File: config.mk
export PLATFORM = sky130hd
export DESIGN_NAME = vmc_vendor_cfg
export DESIGN_NICKNAME = d
export VERILOG_FILES = /design/src/verilog/vmc_pkg.sv /design/src/verilog/vmc_vendor_cfg.sv /design/src/verilog/vmc_irq_ctl.sv
export VERILOG_INCLUDE_DIRS = /design/src /design/src/verilog
export SDC_FILE = /design/constraint.sdc
export NUM_CORES = 1
export LEC_CHECK = 0
export BUFFER_PORTS_ARGS = -buffer_cell sky130_fd_sc_hd__buf_4
export CORE_UTILIZATION = 50
export DETAILED_ROUTE_END_ITERATION = 10
export PLACE_DENSITY = 0.82
export REMOVE_ABC_BUFFERS = 1
export SYNTH_ARGS = -nofsm -noshare
export SYNTH_HDL_FRONTEND = slang
export SYNTH_HIERARCHICAL = 1
export SYNTH_SLANG_ARGS = --single-unit
export TNS_END_PERCENT = 1
File: constraint.sdc
create_clock -name clk_sys_i -period 1.3 [get_ports clk_sys_i]
set_input_delay 0.065 -clock clk_sys_i [delete_from_list [all_inputs] [get_ports clk_sys_i]]
set_output_delay 0.065 -clock clk_sys_i [all_outputs]
set_load 0.1 [all_outputs]
File: src/verilog/vmc_defs.svh
// Offsets, field positions and reset values of the vendor mode register.
`ifndef VMC_DEFS_SVH
`define VMC_DEFS_SVH

`define VMC_ADDR_W          5
`define VMC_ADDR_CFG        5'h10
`define VMC_ADDR_IRQ        5'h11

`define VMC_CFG_RESET       16'h0140
`define VMC_CFG_FIXED_MASK  16'h23CC
`define VMC_CFG_FIXED_VAL   16'h0140

`define VMC_BIT_REPEATER    15
`define VMC_BIT_IRQ_POL     14
`define VMC_BIT_TX_HIZ      12
`define VMC_BIT_HB_INHIBIT  11
`define VMC_BIT_NAT_LOOP    10
`define VMC_BIT_APD         5
`define VMC_BIT_RX_POL      4
`define VMC_BIT_BYPASS      1
`define VMC_BIT_RXCLK_GATE  0

`define VMC_IRQ_STATUS_RESET 8'h00
`define VMC_IRQ_ENABLE_RESET 8'h00

`endif

File: src/verilog/vmc_pkg.sv
// Types shared by the vendor mode register block.
package vmc_pkg;
    typedef logic [15:0] vmc_word_t;
    typedef logic [7:0]  vmc_byte_t;
    typedef logic [4:0]  vmc_addr_t;
    typedef enum logic [0:0] {
        VMC_POL_NORMAL   = 1'b0,
        VMC_POL_INVERTED = 1'b1
    } vmc_pol_state_t;
endpackage

File: src/verilog/vmc_vendor_cfg.sv
// Vendor mode configuration register of the PHY with its control outputs.
// Behaviour
// Register at 0x10, resets to 0x0140.
// Auto-polarity disable stops automatic polarity correction.
// 10BASE-T negotiation detects reversed pair, inverts.
// Polarity bit reports auto inversion, ignores writes.
// Polarity bit forces inversion when auto disabled.
// Bypass bit skips coding sublayer and scrambler.
// Software sets bypass only in forced 100BASE-TX.
// Clock gating stops idle receive clock in 100BASE-TX.
// Loopback always suppresses receive clock gating.
// Software avoids clock gating together with bypass.
// Software preserves reserved bits on read-modify-write.
// Interrupt polarity bit selects active high or low.
// Status bits clear on read, enables gate interrupt.
`timescale 1ns/100ps
`default_nettype none
`include "vmc_defs.svh"
module vmc_vendor_cfg (
    input  wire logic               clk_sys_i,          // 20 MHz clock.
    input  wire logic               rstn_i,             // Async reset, low.
    input  wire vmc_pkg::vmc_addr_t mgmt_addr_i,        // Register address.
    input  wire logic               mgmt_wr_i,          // Write strobe.
    input  wire logic               mgmt_rd_i,          // Read strobe.
    input  wire vmc_pkg::vmc_word_t mgmt_wdata_i,       // Write data.
    output var  vmc_pkg::vmc_word_t mgmt_rdata_o,       // Read data.
    output logic                    mgmt_rvalid_o,      // Read data valid.
    input  wire logic               mode_10bt_i,        // Link in 10BASE-T.
    input  wire logic               mode_100tx_i,       // Link in 100BASE-TX.
    input  wire logic               aneg_active_i,      // Negotiation running.
    input  wire logic               rx_pair_reversed_i, // Reversed pair seen.
    input  wire logic               rx_data_active_i,   // Receive data present.
    input  wire logic               loopback_ctl_i,     // Basic control loop.
    input  wire vmc_pkg::vmc_byte_t phy_events_i,       // Interrupt events.
    output logic                    rx_invert_o,        // Invert rx pulses.
    output logic                    coding_sublayer_bypass_o, // Skip PCS.
    output logic                    rx_clk_stop_o,      // Stop rx clock.
    output logic                    tx_high_impedance_o,      // Tx pins off.
    output logic                    heartbeat_test_inhibit_o, // No SQE test.
    output logic                    natural_loopback_10m_o,   // 10M loop.
    output logic                    repeater_mode_sel_o,      // Repeater.
    output logic                    phy_irq_o           // PHY interrupt.
);
    import vmc_pkg::*;

    logic           repeater_mode_sel;
    logic           irq_polarity;
    logic           tx_high_impedance;
    logic           heartbeat_test_inhibit;
    logic           natural_loopback_10m;
    logic           auto_polarity_disable;
    logic           rx_polarity_forced;
    logic           coding_sublayer_bypass;
    logic           rx_clock_gating;
    vmc_pol_state_t pol_state;
    vmc_word_t      cfg_word;
    vmc_byte_t      irq_status;
    vmc_byte_t      irq_enable;
    logic           irq_pending;
    logic           cfg_wr;
    logic           irq_wr;
    logic           irq_rd;
    logic           auto_inverting;

    function automatic logic addr_hit(input vmc_addr_t a,
                                      input vmc_addr_t b);
        addr_hit = (a == b);
    endfunction

    assign cfg_wr = mgmt_wr_i && addr_hit(mgmt_addr_i, `VMC_ADDR_CFG);
    assign irq_wr = mgmt_wr_i && addr_hit(mgmt_addr_i, `VMC_ADDR_IRQ);
    assign irq_rd = mgmt_rd_i && addr_hit(mgmt_addr_i, `VMC_ADDR_IRQ);
    assign auto_inverting = (pol_state == VMC_POL_INVERTED);

    // Reserved fields are constants, so reads return their fixed values.
    always_comb begin
        cfg_word = `VMC_CFG_FIXED_VAL;
        cfg_word[`VMC_BIT_REPEATER]   = repeater_mode_sel;
        cfg_word[`VMC_BIT_IRQ_POL]    = irq_polarity;
        cfg_word[`VMC_BIT_TX_HIZ]     = tx_high_impedance;
        cfg_word[`VMC_BIT_HB_INHIBIT] = heartbeat_test_inhibit;
        cfg_word[`VMC_BIT_NAT_LOOP]   = natural_loopback_10m;
        cfg_word[`VMC_BIT_APD]        = auto_polarity_disable;
        cfg_word[`VMC_BIT_RX_POL]     = auto_polarity_disable ?
                                        rx_polarity_forced :
                                        auto_inverting;
        cfg_word[`VMC_BIT_BYPASS]     = coding_sublayer_bypass;
        cfg_word[`VMC_BIT_RXCLK_GATE] = rx_clock_gating;
    end

    always_ff @(posedge clk_sys_i or negedge rstn_i) begin
        if (!rstn_i) begin
            repeater_mode_sel      <= 1'b0;
            irq_polarity           <= 1'b0;
            tx_high_impedance      <= 1'b0;
            heartbeat_test_inhibit <= 1'b0;
            natural_loopback_10m   <= 1'b0;
            auto_polarity_disable  <= 1'b0;
            coding_sublayer_bypass <= 1'b0;
            rx_clock_gating        <= 1'b0;
        end else if (cfg_wr) begin
            repeater_mode_sel      <= mgmt_wdata_i[`VMC_BIT_REPEATER];
            irq_polarity           <= mgmt_wdata_i[`VMC_BIT_IRQ_POL];
            tx_high_impedance      <= mgmt_wdata_i[`VMC_BIT_TX_HIZ];
            heartbeat_test_inhibit <= mgmt_wdata_i[`VMC_BIT_HB_INHIBIT];
            natural_loopback_10m   <= mgmt_wdata_i[`VMC_BIT_NAT_LOOP];
            auto_polarity_disable  <= mgmt_wdata_i[`VMC_BIT_APD];
            coding_sublayer_bypass <= mgmt_wdata_i[`VMC_BIT_BYPASS];
            rx_clock_gating        <= mgmt_wdata_i[`VMC_BIT_RXCLK_GATE];
        end
    end

    // The forced polarity is taken only when the same write leaves
    // automatic correction disabled; otherwise the bit is read-only.
    always_ff @(posedge clk_sys_i or negedge rstn_i) begin
        if (!rstn_i) begin
            rx_polarity_forced <= 1'b0;
        end else if (cfg_wr && mgmt_wdata_i[`VMC_BIT_APD]) begin
            rx_polarity_forced <= mgmt_wdata_i[`VMC_BIT_RX_POL];
        end
    end

    // Automatic polarity tracks the pair only during 10BASE-T negotiation.
    always_ff @(posedge clk_sys_i or negedge rstn_i) begin
        if (!rstn_i) begin
            pol_state <= VMC_POL_NORMAL;
        end else if (auto_polarity_disable) begin
            pol_state <= VMC_POL_NORMAL;
        end else if (mode_10bt_i && aneg_active_i) begin
            case (pol_state)
                VMC_POL_NORMAL: begin
                    if (rx_pair_reversed_i) begin
                        pol_state <= VMC_POL_INVERTED;
                    end
                end
                VMC_POL_INVERTED: begin
                    if (!rx_pair_reversed_i) begin
                        pol_state <= VMC_POL_NORMAL;
                    end
                end
                default: begin
                    pol_state <= VMC_POL_NORMAL;
                end
            endcase
        end
    end

    always_ff @(posedge clk_sys_i or negedge rstn_i) begin
        if (!rstn_i) begin
            rx_invert_o <= 1'b0;
        end else begin
            rx_invert_o <= cfg_word[`VMC_BIT_RX_POL];
        end
    end

    always_ff @(posedge clk_sys_i or negedge rstn_i) begin
        if (!rstn_i) begin
            coding_sublayer_bypass_o <= 1'b0;
        end else begin
            coding_sublayer_bypass_o <= coding_sublayer_bypass &&
                                        mode_100tx_i;
        end
    end

    // Loopback needs a running receive clock, so it overrides gating.
    always_ff @(posedge clk_sys_i or negedge rstn_i) begin
        if (!rstn_i) begin
            rx_clk_stop_o <= 1'b0;
        end else begin
            rx_clk_stop_o <= rx_clock_gating && mode_100tx_i &&
                             !rx_data_active_i &&
                             !loopback_ctl_i;
        end
    end

    always_ff @(posedge clk_sys_i or negedge rstn_i) begin
        if (!rstn_i) begin
            tx_high_impedance_o      <= 1'b0;
            heartbeat_test_inhibit_o <= 1'b0;
            natural_loopback_10m_o   <= 1'b0;
            repeater_mode_sel_o      <= 1'b0;
        end else begin
            tx_high_impedance_o      <= tx_high_impedance;
            heartbeat_test_inhibit_o <= heartbeat_test_inhibit;
            natural_loopback_10m_o   <= natural_loopback_10m;
            repeater_mode_sel_o      <= repeater_mode_sel;
        end
    end

    vmc_irq_ctl u_irq_ctl (
        .clk_sys_i    (clk_sys_i),
        .rstn_i       (rstn_i),
        .event_i      (phy_events_i),
        .en_wr_i      (irq_wr),
        .en_wdata_i   (mgmt_wdata_i[15:8]),
        .status_clr_i (irq_rd),
        .status_o     (irq_status),
        .enable_o     (irq_enable),
        .pending_o    (irq_pending)
    );

    // Reset leaves the polarity low, so the idle output is high.
    always_ff @(posedge clk_sys_i or negedge rstn_i) begin
        if (!rstn_i) begin
            phy_irq_o <= 1'b1;
        end else begin
            phy_irq_o <= irq_polarity ? irq_pending : !irq_pending;
        end
    end

    // Other management addresses belong to other registers and read zero.
    always_ff @(posedge clk_sys_i or negedge rstn_i) begin
        if (!rstn_i) begin
            mgmt_rdata_o  <= 16'h0000;
            mgmt_rvalid_o <= 1'b0;
        end else begin
            mgmt_rvalid_o <= mgmt_rd_i;
            if (mgmt_rd_i) begin
                if (addr_hit(mgmt_addr_i, `VMC_ADDR_CFG)) begin
                    mgmt_rdata_o <= cfg_word;
                end else if (irq_rd) begin
                    mgmt_rdata_o <= {irq_enable, irq_status};
                end else begin
                    mgmt_rdata_o <= 16'h0000;
                end
            end
        end
    end
endmodule
`default_nettype wire

File: src/verilog/vmc_irq_ctl.sv
// PHY interrupt status and enable bits with clear on read.
`timescale 1ns/100ps
`default_nettype none
`include "vmc_defs.svh"
module vmc_irq_ctl (
    input  wire logic               clk_sys_i,    // System clock.
    input  wire logic               rstn_i,       // Asynchronous reset, low.
    input  wire vmc_pkg::vmc_byte_t event_i,      // One-cycle event pulses.
    input  wire logic               en_wr_i,      // Write strobe for enables.
    input  wire vmc_pkg::vmc_byte_t en_wdata_i,   // New enable bits.
    input  wire logic               status_clr_i, // Status read strobe.
    output var  vmc_pkg::vmc_byte_t status_o,     // Sticky event bits.
    output var  vmc_pkg::vmc_byte_t enable_o,     // Enable bits.
    output logic                    pending_o     // Any enabled event set.
);
    import vmc_pkg::*;

    wire vmc_byte_t next_status;

    // A new event in the read cycle survives the clear.
    genvar k;
    generate
        for (k = 0; k < 8; k++) begin : g_status
            assign next_status[k] = event_i[k]   ? 1'b1 :
                                    status_clr_i ? 1'b0 :
                                    status_o[k];
        end
    endgenerate

    always_ff @(posedge clk_sys_i or negedge rstn_i) begin
        if (!rstn_i) begin
            status_o <= `VMC_IRQ_STATUS_RESET;
        end else begin
            status_o <= next_status;
        end
    end

    always_ff @(posedge clk_sys_i or negedge rstn_i) begin
        if (!rstn_i) begin
            enable_o <= `VMC_IRQ_ENABLE_RESET;
        end else if (en_wr_i) begin
            enable_o <= en_wdata_i;
        end
    end

    assign pending_o = |(status_o & enable_o);
endmodule
`default_nettype wire

# ---- Word level (Yosys, flattened, before mapping)
# Index checks and enable logic that the tools add are counted.
dict set report word_totals {
  register_bits 51
  output_inout_bits 25
  word_cells 70
}
dict set report op_classes {
  eq_ne 2
  n_mux 16
  n_bitwise 1
  n_reduce_logical 22
}
# cell count
set op_table {}
lappend op_table {{16-bit two-way mux} 2}
lappend op_table {{2-bit nonzero test} 9}
lappend op_table {{1-bit two-way mux} 14}
lappend op_table {{5-bit equality test (second input constant)} 2}
lappend op_table {{1-bit logical AND} 9}
lappend op_table {{8-bit AND} 1}
lappend op_table {{8-bit OR reduction} 1}
lappend op_table {{1-bit zero test} 3}

# ---- Depth between registers and ports, before layout
dict set report logic_depth {
  depth_word 4
  mapped_depth 5
}

# ---- By module
# The synthesis kept the hierarchy.
# mod n_inst cells_each area_per_inst_um2 seq_area_each_um2
set modules_own_cells {}
lappend modules_own_cells {vmc_vendor_cfg 1 114 1432.6 877.1}
lappend modules_own_cells {vmc_irq_ctl 1 39 631.9 400.4}

# ---- Least setup slack after synthesis
# OpenSTA, ideal clock, no wires.
dict set report synth_timing {
  kind {input to register}
  from {in mgmt_addr_i[3]}
  to {reg u_irq_ctl.enable_o[0]}
  t_arrival_ns 1.113
  required_time_ns 1.175
  path_slack_ns 0.062
  cell_stages 4
  n_path_buf 1
  cell_sequence {nor4b_4 -> and3_1 -> buf_6 -> mux2_4}
}
dict set report synth_via {
  elab_chain_cells 2
}
# item line
set synth_lines {}
lappend synth_lines {{from (decl)} vmc_vendor_cfg.sv:22} ;# input wire vmc_pkg::vmc_addr_t mgmt_addr_i,
lappend synth_lines {{5-bit equality test} vmc_vendor_cfg.sv:67} ;# addr_hit = (a == b);
lappend synth_lines {{1-bit logical AND} vmc_vendor_cfg.sv:71} ;# assign irq_wr = mgmt_wr_i && addr_hit(mgmt_addr_i, `VMC_ADDR_IRQ);
lappend synth_lines {{via irq_wr} vmc_vendor_cfg.sv:61} ;# logic irq_wr;
lappend synth_lines {{to (signal assigned)} vmc_irq_ctl.sv:40} ;# enable_o <= `VMC_IRQ_ENABLE_RESET;
lappend synth_lines {{to (signal assigned)} vmc_irq_ctl.sv:42} ;# enable_o <= en_wdata_i;
lappend synth_lines {{to (decl)} vmc_irq_ctl.sv:13} ;# output var vmc_pkg::vmc_byte_t enable_o,
# The timed path passes the listed nets, and every way through them passes these cells.
# A chain may end at the register's enable or synchronous reset.

# ---- Worst setup path in the final report
dict set report layout_timing {
  from {in loopback_ctl_i}
  to {reg rx_clk_stop_o}
}
dict set report layout_via {
  elab_chain_cells 2
}
# item line
set layout_lines {}
lappend layout_lines {{from (decl)} vmc_vendor_cfg.sv:33} ;# input wire logic loopback_ctl_i,
lappend layout_lines {{1-bit zero test} vmc_vendor_cfg.sv:172} ;# !loopback_ctl_i;
lappend layout_lines {{1-bit logical AND} vmc_vendor_cfg.sv:171} ;# !rx_data_active_i &&
lappend layout_lines {{to (signal assigned)} vmc_vendor_cfg.sv:170} ;# rx_clk_stop_o <= rx_clock_gating && mode_100tx_i &&
lappend layout_lines {{to (decl)} vmc_vendor_cfg.sv:37} ;# output logic rx_clk_stop_o,
# No other way between the ends.

==> flow_metrics.py <==
metrics = {
    "floorplan": {
        "dieArea_um2": 4390,
        "start_util_pct": 54.3,
        "die_w_um": 66.3,
        "row_count": 22,
        "ios": 64,
        "coreArea_um2": 3800,
        "die-height_um": 66.3,
    },
    "timing": {
        "rsz0062_at_grt": "no",
        "max-slew-margin-rel_pct": 58.7,
        "holdWs_ps": 13.9,
        "tightest_slew_ps": 620,
        "fmax_ghz": 0.817,
        "final_hold_viol_count": 0,
        "setup_violations": 0,
        "final_max_slew_viol_count": 0,
        "min_period_ps": 1220,
        "worst_clock_skew_ps": 5.38,
        "period_share_pct": 94.1,
    },
    "synthesis": {
        "ys_seq_area_share_pct": 61.9,
        "synth_top_area_share_pct": 60.6,
        "synth_top_flop_cell": "dfrtp_1",
        "synthCells": 153,
        "yosys-top-cells-area": "dfrtp_1, mux2_2, mux2_4, a21o_1, nand3_1",
        "ys_async_sr_fraction_pct": 100,
        "syn_area_per_cell_um2": 13.5,
        "ys_warn_count": 6,
        "ys_seq_elements": 51,
        "syn_area_um2": 2060,
        "synth_cell_type_count": 27,
        "synth-edff-count": 0,
        "synth.largest_area_cell": "dfrtp_1",
    },
    "layout": {
        "largest_register_ffs": 16,
        "layout_common_cells": "buf_4, dfrtp_1, dlygate4sd3_1",
        "drive_gt1_share_pct": 41.8,
        "finalNetCount": 279,
        "layout.cells.non_filler": 287,
        "final_cell_area_um2": 2870,
        "fin_util_pct": 75.4,
        "top_register": "mgmt_rdata_o",
        "final_common_cell": "buf_4",
        "area_growth_pct": 38.8,
        "antenna_cells": 0,
        "largestRegisters": "mgmt_rdata_o: 16 flops, u_irq_ctl/enable_o: 8 flops, u_irq_ctl/status_o: 8 flops",
    },
    "placed_design": {
        "dp.cells": 260,
        "place_congestion": 0.814,
        "place_area_um2": 2580,
        "numPortBuffers": 59,
        "dpl.hpwl_um": 3170,
    },
    "global_routing": {
        "grt_use_total_pct": 23.6,
        "antenna_found_initial": 0,
        "grt_overflow": 0,
        "grt_max_degree": 52,
        "grt_pass1_wl_um": 7430,
        "grt_pass1_vias": 1548,
    },
    "routing": {
        "finalWirelength_um": 4640,
        "first_pass_iters": 4,
        "num_vias": 1529,
        "viasPerCell": 5.33,
        "drc": 0,
        "wl_per_cell_um": 16.1,
        "antenna_left": 0,
        "drtIter0Drc": 48,
    },
    "setup_path": {
        "arrival_ps": 1460,
        "critPathKind": "in2reg",
        "cp_data_required_time_ps": 1540,
        "start_kind": "input port",
        "cp-end-kind": "register",
        "worstPathMaxFanout": 1,
    },
    "cts": {
        "clock-sinks": 51,
        "root_buffer": "clkbuf_8",
        "cts-buffers-inserted": 5,
        "cts_htree_levels": 2,
        "clkTransAtPathRegs_ps": 80,
        "cts.repair.resized": 0,
        "insertion_delay_ps": 300,
        "clockBufferDepth": 2,
        "cts_tree": "yes",
    },
    "power_and_ir_drop": {
        "p_leak_nw": 1.38,
        "vdd_ir_drop_max_mv": 0.831,
        "finalPower_w": 0.00371,
        "power_density_nw_per_um2": 1300,
    },
    "outcome": {
        "run_status": "complete, no violations",
    },
    "hold_path": {
        "min-delay-path-class": "in2reg",
    },
    "job": {
        "drv_cap": 0,
    },
}
==> layout make-up <==
type / count / area, um^2
Inverter: 13 / 48.8
Timing Repair Buffer: 87 / 706
Tap cell: 48 / 60.1
Fill cell: 253 / 933
Clock buffer: 6 / 72.6
Multi-Input combinational cell: 82 / 701
Sequential cell: 51 / 1280
==> stage by stage <==
step	TNS [ps]	setup slack [ps]
2_1_floorplan	-3460	-322
3_3_place_gp	-373	-39.5
3_5_place_dp	-1540	-112
4_1_cts	0	67.7
5_1_grt	0	36.1
6_report	0	76.7
==> worst max-delay path, stage by stage <==
cell,delay [ps]
dlygate4sd3_1,530
buf_4,130
nor3_1,160
dlygate4sd3_1,570
==> synth_stat cells (2+ instances only) <==
cell type  count
and3_1         2
a22oi_1        4
mux2_2        17
nand3_1       11
nand2b_1       3
mux2_4         8
nand2_1        3
o21ai_0       11
dfrtp_1       50
a21o_1         8
clkbuf_1       2
inv_1         13
a22o_1         5
buf_2          3
==> final timing paths <==
check | endpoint | slack, ps | cells after the start | startpoint
setup / recovery | rx_clk_stop_o | 80 | 4 | loopback_ctl_i
hold / removal | heartbeat_test_inhibit | 10 | 2 | mgmt_wdata_i[11]
setup reg to reg | rx_clk_stop_o | 80 | 3 | rx_clock_gating
hold reg to reg | tx_high_impedance_o | 420 | 0 | tx_high_impedance
max in group asynchronous | repeater_mode_sel_o | 560 | 2 | rstn_i
min in group asynchronous | u_irq_ctl/status_o[6] | 320 | 2 | rstn_i
==> repair_timing <==
item,CTS,global route
hold buffers,20,1
hold endpoints to repair,69,1
setup buffers,0,0
==> cells by family after synthesis <==
group / count (synthesis) / share of synthesized area (%)
buffers and inverters: 20 / 4.18
xor gates and xnor gates: 1 / 0.424
DFF: 51 / 61.9
and+or+nand+nor: 25 / 8.12
muxes: 25 / 15.1
AOI/OAI and AO/OA: 31 / 10.3
==> metal layers <==
layer / vias to the layer above / share of wire (%) / global-route usage (%)
met4: 0 / 1.3 / 7.18
met3: 5 / 5.7 / 6.38
met5: - / 0 / 0
met1: 762 / 42 / 29.7
li1: 706 / - / -
met2: 56 / 51 / 39.5
==> power breakdown <==
part	switching, W	internal [W]
combinational	0.000632	0.000381
clock	0.000470	0.000360
sequential	0.000110	0.00176
Note: power is estimated with default switching activity, not from simulation.
